===== src/logic/gen_ctrl_pkg.sv =====
// Package with offsets, field positions, reset values and timing counts.
package gen_ctrl_pkg;

  localparam int unsigned ADDR_W = 5;
  localparam int unsigned DATA_W = 16;

  // Register offsets.
  localparam logic [4:0] GC1_OFFSET = 5'h00;
  localparam logic [4:0] GC2_OFFSET = 5'h01;
  localparam logic [4:0] CH1_DLY_OFFSET = 5'h0e;
  localparam logic [4:0] CH2_DLY_OFFSET = 5'h0f;
  localparam logic [4:0] CH3_DLY_OFFSET = 5'h10;

  // Reset values.
  localparam logic [15:0] GC1_RESET = 16'h0026;
  localparam logic [15:0] GC2_RESET = 16'h4180;
  localparam logic [15:0] DLY_RESET = 16'h0a0a;

  // Writable bits of the first control register; bits 6 and 4 stay zero.
  localparam logic [15:0] GC1_WMASK = 16'hffaf;

  // Field positions in the first control register.
  localparam int unsigned SENSE2_DIR_BIT = 15;
  localparam int unsigned SENSE2_GAIN_HI = 14;
  localparam int unsigned SENSE2_GAIN_LO = 13;
  localparam int unsigned SENSE1_DIR_BIT = 12;
  localparam int unsigned SENSE1_GAIN_HI = 11;
  localparam int unsigned SENSE1_GAIN_LO = 10;
  localparam int unsigned BANK_BIT = 9;
  localparam int unsigned OVERVOLT_BIT = 8;
  localparam int unsigned UNLOCK_BIT = 7;
  localparam int unsigned RSVD_HI_BIT = 6;
  localparam int unsigned MOD_BIT = 5;
  localparam int unsigned RSVD_LO_BIT = 4;
  localparam int unsigned STEP_BIT = 3;
  localparam int unsigned OC_EN_BIT = 2;
  localparam int unsigned WD_PER_BIT = 1;
  localparam int unsigned WD_TOGGLE_BIT = 0;

  // Field position in the second control register.
  localparam int unsigned WD_DIS_BIT = 9;

  // Watchdog timing.
  localparam int unsigned CLK_HZ = 25000000;
  localparam int unsigned WD_SHORT_MS = 50;
  localparam int unsigned WD_LONG_MS = 200;
  localparam int unsigned WD_SHORT_CYCLES = WD_SHORT_MS * (CLK_HZ / 1000);
  localparam int unsigned WD_LONG_CYCLES = WD_LONG_MS * (CLK_HZ / 1000);
  localparam int unsigned WD_CNT_W = 23;

endpackage


===== src/logic/general_control_regs.sv =====
// General control register, watchdog control and channel delay registers.
`timescale 1ns/1ps

module general_control_regs #(
  parameter int unsigned WD_SHORT_LIMIT = gen_ctrl_pkg::WD_SHORT_CYCLES,
  parameter int unsigned WD_LONG_LIMIT = gen_ctrl_pkg::WD_LONG_CYCLES
) (
  // Clock and reset
  input wire logic clk_i,
  input wire logic rstn_i,
  // Decoded serial frame
  input wire logic frame_valid_i,
  input wire logic frame_write_i,
  input wire logic [gen_ctrl_pkg::ADDR_W-1:0] frame_addr_i,
  input wire logic [gen_ctrl_pkg::DATA_W-1:0] frame_wdata_i,
  // Read answer
  output logic [gen_ctrl_pkg::DATA_W-1:0] rdata_o,
  output logic rvalid_o,
  // Control fields
  output logic sense_two_direction_o,
  output logic [1:0] sense_two_gain_o,
  output logic sense_one_direction_o,
  output logic [1:0] sense_one_gain_o,
  output logic bank_select_o,
  output logic supply_overvoltage_level_o,
  output logic spread_modulation_enable_o,
  output logic adapt_step_size_o,
  output logic overcurrent_shutdown_enable_o,
  output logic watchdog_period_select_o,
  output logic watchdog_disable_o,
  output logic fail_safe_o,
  // Channel delays
  output logic [gen_ctrl_pkg::DATA_W-1:0] channel_one_edge_delays_o,
  output logic [gen_ctrl_pkg::DATA_W-1:0] channel_two_edge_delays_o,
  output logic [gen_ctrl_pkg::DATA_W-1:0] channel_three_edge_delays_o
);
  import gen_ctrl_pkg::*;

  logic [1:0] rst_sync_q;
  logic rst_n;
  logic [15:0] gc1_q;
  logic [15:0] gc1_d;
  logic [15:0] gc2_q;
  logic [15:0] gc2_d;
  logic [15:0] dly1_q;
  logic [15:0] dly2_q;
  logic [15:0] dly3_q;
  logic unlock_prev_q;
  logic fail_safe_q;
  logic fail_safe_d;
  logic [WD_CNT_W-1:0] wd_cnt_q;
  logic [WD_CNT_W-1:0] wd_cnt_d;
  logic [15:0] rdata_q;
  logic [15:0] rdata_d;
  logic rvalid_q;

  // A pure compare, since a continuous assignment wakes only on its arguments.
  function automatic logic hit(input logic [4:0] addr, input logic [4:0] off);
    hit = (addr == off);
  endfunction

  // The released reset is the second synchroniser stage; nothing taps the first.
  always_ff @(posedge clk_i or negedge rstn_i) begin
    if (!rstn_i) begin
      rst_sync_q <= 2'h0;
    end else begin
      rst_sync_q <= {rst_sync_q[0], 1'b1};
    end
  end
  assign rst_n = rst_sync_q[1];

  // Address decode.
  wire gc1_hit = frame_valid_i && hit(frame_addr_i, GC1_OFFSET);
  wire gc2_hit = frame_valid_i && hit(frame_addr_i, GC2_OFFSET);
  wire dly1_hit = frame_valid_i && hit(frame_addr_i, CH1_DLY_OFFSET);
  wire dly2_hit = frame_valid_i && hit(frame_addr_i, CH2_DLY_OFFSET);
  wire dly3_hit = frame_valid_i && hit(frame_addr_i, CH3_DLY_OFFSET);
  wire gc1_wr = gc1_hit && frame_write_i;
  wire gc2_wr = gc2_hit && frame_write_i;

  // Reserved bits are masked off so they never store a one.
  assign gc1_d = gc1_wr ? (frame_wdata_i & GC1_WMASK) : gc1_q;

  // An unchanged toggle bit on a control write is a watchdog violation.
  wire toggle_stale = gc1_wr &&
    (frame_wdata_i[WD_TOGGLE_BIT] == gc1_q[WD_TOGGLE_BIT]);

  // Unlock only counts when the frame just before this one set it.
  wire dis_set_req = gc2_wr && frame_wdata_i[WD_DIS_BIT];
  wire dis_allowed = unlock_prev_q || gc2_q[WD_DIS_BIT];
  wire dis_next = gc2_wr ? (dis_set_req && dis_allowed) : gc2_q[WD_DIS_BIT];
  assign gc2_d = gc2_wr ?
    {frame_wdata_i[15:10], dis_next, frame_wdata_i[8:0]} : gc2_q;

  // Any frame consumes the unlock, so it reaches only the next frame.
  wire unlock_next = frame_valid_i ?
    (gc1_wr && frame_wdata_i[UNLOCK_BIT]) : unlock_prev_q;

  // Watchdog limit follows the current period select.
  wire [WD_CNT_W-1:0] wd_limit = gc1_q[WD_PER_BIT] ?
    WD_CNT_W'(WD_LONG_LIMIT - 1) : WD_CNT_W'(WD_SHORT_LIMIT - 1);
  wire wd_running = !gc2_q[WD_DIS_BIT] && !fail_safe_q;
  wire wd_kick = gc1_wr && !toggle_stale;
  wire wd_expire = wd_running && !wd_kick && (wd_cnt_q >= wd_limit);

  // Restarting on a good toggle relies on the host keeping the period.
  assign wd_cnt_d = (!wd_running || wd_kick) ? '0 :
    (wd_expire ? wd_cnt_q : wd_cnt_q + 1'b1);

  // Fail-safe is sticky; only a reset leaves it.
  assign fail_safe_d = fail_safe_q || toggle_stale || wd_expire;

  // Read mux; unmapped offsets answer zero.
  always_comb begin
    if (gc1_hit) begin
      rdata_d = gc1_q;
    end else if (gc2_hit) begin
      rdata_d = gc2_q;
    end else if (dly1_hit) begin
      rdata_d = dly1_q;
    end else if (dly2_hit) begin
      rdata_d = dly2_q;
    end else if (dly3_hit) begin
      rdata_d = dly3_q;
    end else begin
      rdata_d = 16'h0000;
    end
  end

  always_ff @(posedge clk_i or negedge rst_n) begin
    if (!rst_n) begin
      gc1_q <= GC1_RESET;
      gc2_q <= GC2_RESET;
      unlock_prev_q <= 1'b0;
      fail_safe_q <= 1'b0;
      wd_cnt_q <= '0;
    end else begin
      gc1_q <= gc1_d;
      gc2_q <= gc2_d;
      unlock_prev_q <= unlock_next;
      fail_safe_q <= fail_safe_d;
      wd_cnt_q <= wd_cnt_d;
    end
  end

  // Delay registers ignore the bank select entirely.
  always_ff @(posedge clk_i or negedge rst_n) begin
    if (!rst_n) begin
      dly1_q <= DLY_RESET;
      dly2_q <= DLY_RESET;
      dly3_q <= DLY_RESET;
    end else begin
      if (dly1_hit && frame_write_i) begin
        dly1_q <= frame_wdata_i;
      end
      if (dly2_hit && frame_write_i) begin
        dly2_q <= frame_wdata_i;
      end
      if (dly3_hit && frame_write_i) begin
        dly3_q <= frame_wdata_i;
      end
    end
  end

  always_ff @(posedge clk_i or negedge rst_n) begin
    if (!rst_n) begin
      rdata_q <= 16'h0000;
      rvalid_q <= 1'b0;
    end else begin
      rdata_q <= (frame_valid_i && !frame_write_i) ? rdata_d : rdata_q;
      rvalid_q <= frame_valid_i && !frame_write_i;
    end
  end

  // Outputs are slices of flip-flops.
  assign rdata_o = rdata_q;
  assign rvalid_o = rvalid_q;
  assign sense_two_direction_o = gc1_q[SENSE2_DIR_BIT];
  assign sense_two_gain_o = gc1_q[SENSE2_GAIN_HI:SENSE2_GAIN_LO];
  assign sense_one_direction_o = gc1_q[SENSE1_DIR_BIT];
  assign sense_one_gain_o = gc1_q[SENSE1_GAIN_HI:SENSE1_GAIN_LO];
  assign bank_select_o = gc1_q[BANK_BIT];
  assign supply_overvoltage_level_o = gc1_q[OVERVOLT_BIT];
  assign spread_modulation_enable_o = gc1_q[MOD_BIT];
  assign adapt_step_size_o = gc1_q[STEP_BIT];
  assign overcurrent_shutdown_enable_o = gc1_q[OC_EN_BIT];
  assign watchdog_period_select_o = gc1_q[WD_PER_BIT];
  assign watchdog_disable_o = gc2_q[WD_DIS_BIT];
  assign fail_safe_o = fail_safe_q;
  assign channel_one_edge_delays_o = dly1_q;
  assign channel_two_edge_delays_o = dly2_q;
  assign channel_three_edge_delays_o = dly3_q;
endmodule


===== config.mk =====
export PLATFORM = sky130hd
export DESIGN_NAME = general_control_regs
export DESIGN_NICKNAME = d
export VERILOG_FILES = /design/src/logic/gen_ctrl_pkg.sv /design/src/logic/general_control_regs.sv
export SDC_FILE = /design/constraint.sdc
export NUM_CORES = 1
export LEC_CHECK = 0
export BUFFER_PORTS_ARGS = -buffer_cell sky130_fd_sc_hd__buf_2
export CAP_MARGIN = 20
export CORE_ASPECT_RATIO = 1.25
export CORE_UTILIZATION = 37
export DETAILED_ROUTE_END_ITERATION = 6
export PLACE_DENSITY = 0.62
export SKIP_LAST_GASP = 1
export SLEW_MARGIN = 20
export SYNTH_ARGS = -nofsm -noshare
export SYNTH_HDL_FRONTEND = slang
export SYNTH_SLANG_ARGS = --single-unit

===== constraint.sdc =====
create_clock -name clk_i -period 7.8 [get_ports clk_i]
set_clock_uncertainty 0.15 [all_clocks]
set_input_delay 1.17 -clock clk_i [delete_from_list [all_inputs] [get_ports clk_i]]
set_output_delay 1.17 -clock clk_i [all_outputs]
set_load 0.1 [all_outputs]

==> results.json, run 1 <==
{
  "status": "finished with violations",
  "violations": "DRC",
  "finalCritPeriodShare_pct": 47.4,
  "grt_antenna_before_repair": 1,
  "required_ns": 7.95,
  "crit_fanout": 16,
  "rr_worst_depth": 8,
  "postCtsSetupBuffers": 0,
  "grt.overflow.total": 0,
  "hold_depth": 0,
  "synth_top_area_cell": "dfrtp_1",
  "syn_inst": 478,
  "synth_area_sq_mm": 0.00584,
  "grt_pass1_vias": 4390,
  "synth_seq_area_share_pct": 52.7,
  "fill_cells": 1405,
  "final_cell_mix": "103 x dfrtp_1, 103 x buf_2, 65 x mux2_2",
  "synth_edf_count": 0,
  "dr.pass1.iters": 7,
  "cts.sinks": 122,
  "syn_avg_cell_area_sq_um": 12.2,
  "rsz0062_at_grt": "no",
  "min-delay-start": "rst_sync_q[0]",
  "worst_pin_slew_ns": 1.09,
  "die_w_um": 114,
  "whs_endpoint": "rst_sync_q[1]",
  "cts_tree": "done",
  "cts.path.max_buffers": 2,
  "drive_gt1_share_pct": 41.9,
  "power.leakage_nw": 3.36,
  "r2r-end": "wd_cnt_q[18]",
  "hold_viol_final": 0,
  "gp_congestion": 0.816,
  "vias": 4320,
  "root_buffer": "clkbuf_16",
  "layout.cells.non_filler": 803,
  "ys_top_cells_by_area": "dfrtp_1 45%, mux2_2 13%, dfstp_2 8.1%",
  "syn_nets": 518,
  "fin_crit_ns": 3.70,
  "path_clk_slew_ns": 0.06,
  "wl_per_cell_um": 18.2,
  "fmax_mhz": 271,
  "cts_buffers": 17,
  "htreeDepth": 4,
  "ys_ff_latch": 122,
  "final_nets": 617,
  "cts_resized": 0,
  "die_area_sq_mm": 0.0163,
  "start_kind": "input pin",
  "synth_cell_type_count": 51,
  "end_kind": "flip-flop",
  "portBuffers": 103,
  "drc_errors": 4,
  "maxCapViolCount": 0,
  "async_reset_ff_share_pct": 100,
  "crit_arrival_ns": 3.84,
  "power_density_mw_per_mm2": 317,
  "ant_nets": 0,
  "yosysTopAreaCellShare_pct": 44.6,
  "hp-class": "reg2reg",
  "syn_to_final_growth_pct": 22.4,
  "drv_slew": 0,
  "critPathKind": "in2reg",
  "core_sq_mm": 0.0155,
  "place_hpwl_um": 9840,
  "place_inst": 770,
  "grt_max_degree": 73,
  "yosysWarningCount": 0,
  "setup-violations-final": 0,
  "initial_core_util_pct": 37.7,
  "ir_drop_mv": 0.199,
  "r2r_setup_slack_ns": 4.41,
  "slew_headroom_pct": 27.1,
  "rows": 51,
  "via_per_inst": 5.38,
  "io_pins": 104,
  "grt_pass1_wl_um": 23300,
  "yosys_most_used_dff": "dfrtp_1",
  "routed_wl_um": 14600,
  "cts-hold-fix-buffers": 0,
  "drt_iter0_drc": 242,
  "grtUsageTotal_pct": 19.0,
  "die_h_um": 142,
  "clock_latency_ns": 0.42,
  "timing.rr.start": "gc1_q[1]",
  "tns_ns": 0
}
[synthesized netlist by cell type (2+ instances only)]
library cell	number
nand4b_1	3
buf_4	5
or3_1	2
ha_1	15
inv_1	5
a22oi_1	17
and2_1	3
nor3_1	2
buf_6	5
mux2_2	65
a211o_1	2
nand2_1	33
nand3_1	8
or4_1	2
mux2_4	10
o211ai_1	3
a222oi_1	14
dfstp_2	18
nand2_2	3
a21o_1	2
and4_1	4
nand4_1	7
a31oi_1	16
buf_2	6
dfrtp_1	104
a2111o_1	4
o21ai_0	10
a211oi_2	2
a21oi_1	22
a21boi_0	3
mux2i_1	14
nand2b_1	12
clkbuf_1	12
xor2_1	2
nor2_1	27
[sequential cells by signal, summed over array words and instances, names as in the netlist]
name / count
unlock_prev_q: 1
fail_safe_o: 1
rdata_o: 16
rst_sync_q: 2
rvalid_o: 1
wd_cnt_q: 23
gc2_q: 16
channel_one_edge_delays_o: 16
channel_three_edge_delays_o: 16
gc1_q: 14
channel_two_edge_delays_o: 16
[metrics by stage]
stage                     power, W  util, %  hold WS, ns  area (sq um)  setup WS (ns)
after detailed placement   0.00143     41.9        0.187          6490           3.64
after floorplan            0.00131        -        0.181          5840           4.03
after CTS                  0.00228     46.1        0.200          7150           4.09
final                      0.00227     46.1        0.198          7150           4.10
after global placement     0.00141     41.9        0.185          6490           3.69
after global routing       0.00234     46.1        0.213          7150           4.06
[worst max path at each step]
stage	from	to	slack, ns	depth (start not counted)
2_1_floorplan	rst_sync_q[1]	channel_one_edge_delays_o[0]	4.03	0
3_3_place_gp	frame_addr_i[1]	gc1_q[9]	3.69	5
3_5_place_dp	frame_addr_i[1]	gc1_q[14]	3.64	5
4_1_cts	frame_addr_i[1]	gc1_q[9]	4.09	5
5_1_grt	frame_addr_i[1]	gc1_q[14]	4.06	5
6_report	frame_addr_i[1]	gc1_q[9]	4.10	5
[cell families after synthesis]
logic type / count (synthesis) / share of synthesized area [%]
flops: 122 / 52.7
compound gates: 101 / 12.5
mux: 89 / 17.5
other cells: 1 / 0.0642
simple gates: 114 / 10.4
xor+xnor: 3 / 0.450
buf+inv: 33 / 3.21
fa+ha+maj: 15 / 3.21
[area by class of cell]
type | instances | area [sq um] | area share, %
sequential | 122 | 3080 | 43.1
antenna | 1 | 2.50 | 0.0350
tap | 212 | 265 | 3.71
timing repair buffer | 108 | 553 | 7.74
multi-input combinational | 323 | 2580 | 36.1
clock buffer | 20 | 467 | 6.53
clock inverter | 12 | 185 | 2.59
inverter | 5 | 18.8 | 0.263
[routing by layer]
layer / GRT usage (%) / wire [um]
met5: 0 / 0
met1: 23.0 / 6140
met3: 4.86 / 917
met2: 32.1 / 7300
met4: 7.93 / 266
[power by group]
part	leakage (nW)	total (W)	switching, W	internal, W
Clock	0.305	0.000854	0.000291	0.000563
Combinational	1.49	0.000620	0.000502	0.000118
Sequential	1.56	0.000793	0.0000727	0.000720
[critical path, stage by stage]
cell    delay (ns)
buf_2         0.11
or4b_4        0.60
nor3_4        0.69
and2_1        0.86
mux2_2        0.42
No activity file was read; power rests on OpenSTA's default activity.
==> run 2: changes to the inputs <==
--- a/config.mk
+++ b/config.mk
@@ -10,7 +10,7 @@
 export CORE_ASPECT_RATIO = 1.25
 export CORE_UTILIZATION = 37
 export DETAILED_ROUTE_END_ITERATION = 6
-export PLACE_DENSITY = 0.62
+export PLACE_DENSITY = 0.64
 export SKIP_LAST_GASP = 1
 export SLEW_MARGIN = 20
 export SYNTH_ARGS = -nofsm -noshare
==> constraint.sdc (replaced) <==
create_clock -name clk_i -period 3.08 [get_ports clk_i]
set_clock_uncertainty 0.15 [all_clocks]
set_input_delay 0.462 -clock clk_i [delete_from_list [all_inputs] [get_ports clk_i]]
set_output_delay 0.462 -clock clk_i [all_outputs]
set_load 0.1 [all_outputs]
==> run 2 against run 1 <==
Against the previous run:
- the flow now finishes without violations
- register-to-register slack got worse by 4.2 ns
- sequential share of layout area decreased by 0.59 points
- sequential power increased to 2.5 times the previous value
- cell area increased by 1.5%
- power increased to 2.5 times the previous value
- hold slack got worse by 0.052 ns
- highest routed layer unchanged
==> results.json, run 2 (synthesis gave the netlist of run 1 again) <==
{
  "status": "completed",
  "die_w_um": 114,
  "postPlaceCellArea_sq_mm": 0.00658,
  "drc_errors": 0,
  "hold_viol_final": 0,
  "dr_wl_met2_um": 7330,
  "clkPwrFrac_pct": 37.7,
  "place_hpwl_um": 9970,
  "cp_slowest_cell": "dfstp_4",
  "top_layer": "met4",
  "finalCritPeriodShare_pct": 94.4,
  "syn_to_final_growth_pct": 24.3,
  "crit_path_max_incr_delay_ns": 0.67,
  "maxCapViolCount": 0,
  "cts_buffers": 17,
  "path_cells": "inv_1 > ha_1 > a211o_1 > a21o_1 > or3_1 > a2111o_1 > o21ai_0",
  "crit_fanout": 10,
  "dr.pass1.iters": 5,
  "end_kind": "flip-flop",
  "clock_latency_ns": 0.42,
  "largest_reg_flops": 23,
  "htreeDepth": 4,
  "min-delay-start": "frame_valid_i",
  "grt_pass1_wl_um": 23300,
  "start_kind": "flip-flop",
  "vias": 4392,
  "routed_wl_um": 14800,
  "critPathKind": "reg2reg",
  "grt.overflow.total": 0,
  "drt_iter0_drc": 281,
  "wl_met3_um": 811,
  "timing.rr.start": "gc1_q[1]",
  "regMostFlops": "wd_cnt_q",
  "power.internal_w": 0.00356,
  "drive_gt1_share_pct": 42.7,
  "initial_core_util_pct": 37.7,
  "core_sq_mm": 0.0155,
  "fmax_mhz": 344,
  "seqPwrFrac_pct": 34.8,
  "final_nets": 627,
  "postCtsSetupBuffers": 0,
  "root_buffer": "clkbuf_16",
  "worst_pin_slew_ns": 0.739,
  "n_antenna_cell": 0,
  "sw_frac_of_total_pct": 38.2,
  "hp-class": "in2reg",
  "path_clk_slew_ns": 0.06,
  "grt_antenna_before_repair": 0,
  "final_cell_mix": "103 x dfrtp_1, 103 x buf_2, 65 x mux2_2",
  "power.leakage_nw": 3.41,
  "stdcell_area_sq_mm": 0.00726,
  "gp_congestion": 0.827,
  "wl_per_cell_um": 18.2,
  "slew_headroom_pct": 50.5,
  "portBuffers": 103,
  "fin_crit_ns": 2.91,
  "tns_ns": 0,
  "wl_met1_um": 6320,
  "cts.sinks": 122,
  "rsz0062_at_grt": "no",
  "cts.path.max_buffers": 2,
  "fill_cells": 1417,
  "hold_depth": 2,
  "rr_worst_depth": 7,
  "die_area_sq_mm": 0.0163,
  "required_ns": 3.26,
  "grt_max_degree": 69,
  "combPwrFrac_pct": 27.4,
  "via_per_inst": 5.41,
  "p_switching_w": 0.00220,
  "cts_tree": "done",
  "grtUsageTotal_pct": 19.0,
  "die_h_um": 142,
  "ir_drop_mv": 0.606,
  "power_density_mw_per_mm2": 793,
  "setup-violations-final": 0,
  "drv_slew": 0,
  "io_pins": 104,
  "startpoint": "gc1_q[1]",
  "crit_arrival_ns": 3.09,
  "grt_pass1_vias": 4390,
  "ant_nets": 0,
  "rows": 51
}
==> run 2: cell types whose count changed in the layout (fill, tap and decap cells not counted), sizes merged <==
cell	previous run	this run
buf	108	117
dlygate4sd3	0	1
diode	1	0
inv	7	8
clkinvlp	4	3
==> run 2: critical path: cells and delay by family (launching register included) <==
kind,cells,cell delay (ns)
AO/OA/AOI/OAI,4,1.00
flip-flops,1,0.67
AND/OR/NAND/NOR,1,0.57
adder cells (fa/ha/maj),1,0.25
buffers and inverters,1,0.18
==> run 2: final cells by class <==
type,instances,area [sq um],share of cell area [%]
flip-flops and latches,122,3080,42.5
repair buffers,118,643,8.86
well taps,212,265,3.65
multi-input cells,323,2590,35.8
inverters,5,18.8,0.259
clock buffers,20,467,6.43
clock inverters,12,186,2.57
==> run 2: timing repair <==
action | in CTS | in global routing
endpoints found under the hold margin | 2 | 0
hold buffers | 1 | 0
resized for setup | 0 | 2
endpoints found under the setup margin | 0 | 6
==> run 2: power by group through the flow <==
stage / clock, W / combinational [W] / sequential [W]
CTS: 0.00221 / 0.00159 / 0.00200
global placement: 0 / 0.00156 / 0.00202
global route: 0.00229 / 0.00165 / 0.00203
floorplan: 0 / 0.000394 / 0.00294
finish: 0.00217 / 0.00158 / 0.00201
detailed placement: 0 / 0.00158 / 0.00203
==> run 2: worst paths after layout <==
path | to | slack (ns)
max in group asynchronous | gc2_q[14] | 1.69
worst min-delay path | unlock_prev_q | 0.15
worst max-delay path | wd_cnt_q[15] | 0.17
worst min register to register | rst_sync_q[1] | 0.21
worst max register to register | wd_cnt_q[15] | 0.17
min in group asynchronous | rst_sync_q[1] | 0.21
==> run 2: per-stage QoR <==
stage	utilization (%)	hold slack, ns	setup slack [ns]	instances	power (W)
finish	46.8	0.146	0.173	812	0.00576
global route	46.8	0.150	0.0223	812	0.00597
CTS	46.7	0.122	0.105	812	0.00580
detailed placement	42.4	0.101	0.105	779	0.00361
global placement	42.4	0.0977	0.182	779	0.00357
floorplan	-	0.0164	0.106	478	0.00333
==> run 2: per-layer routing <==
metal / global-route usage, % / vias to the layer above
met1: 22.7 / 2227
met2: 32.1 / 130
li1: - / 2007
met4: 7.72 / 0
met5: 0 / -
met3: 5.37 / 28
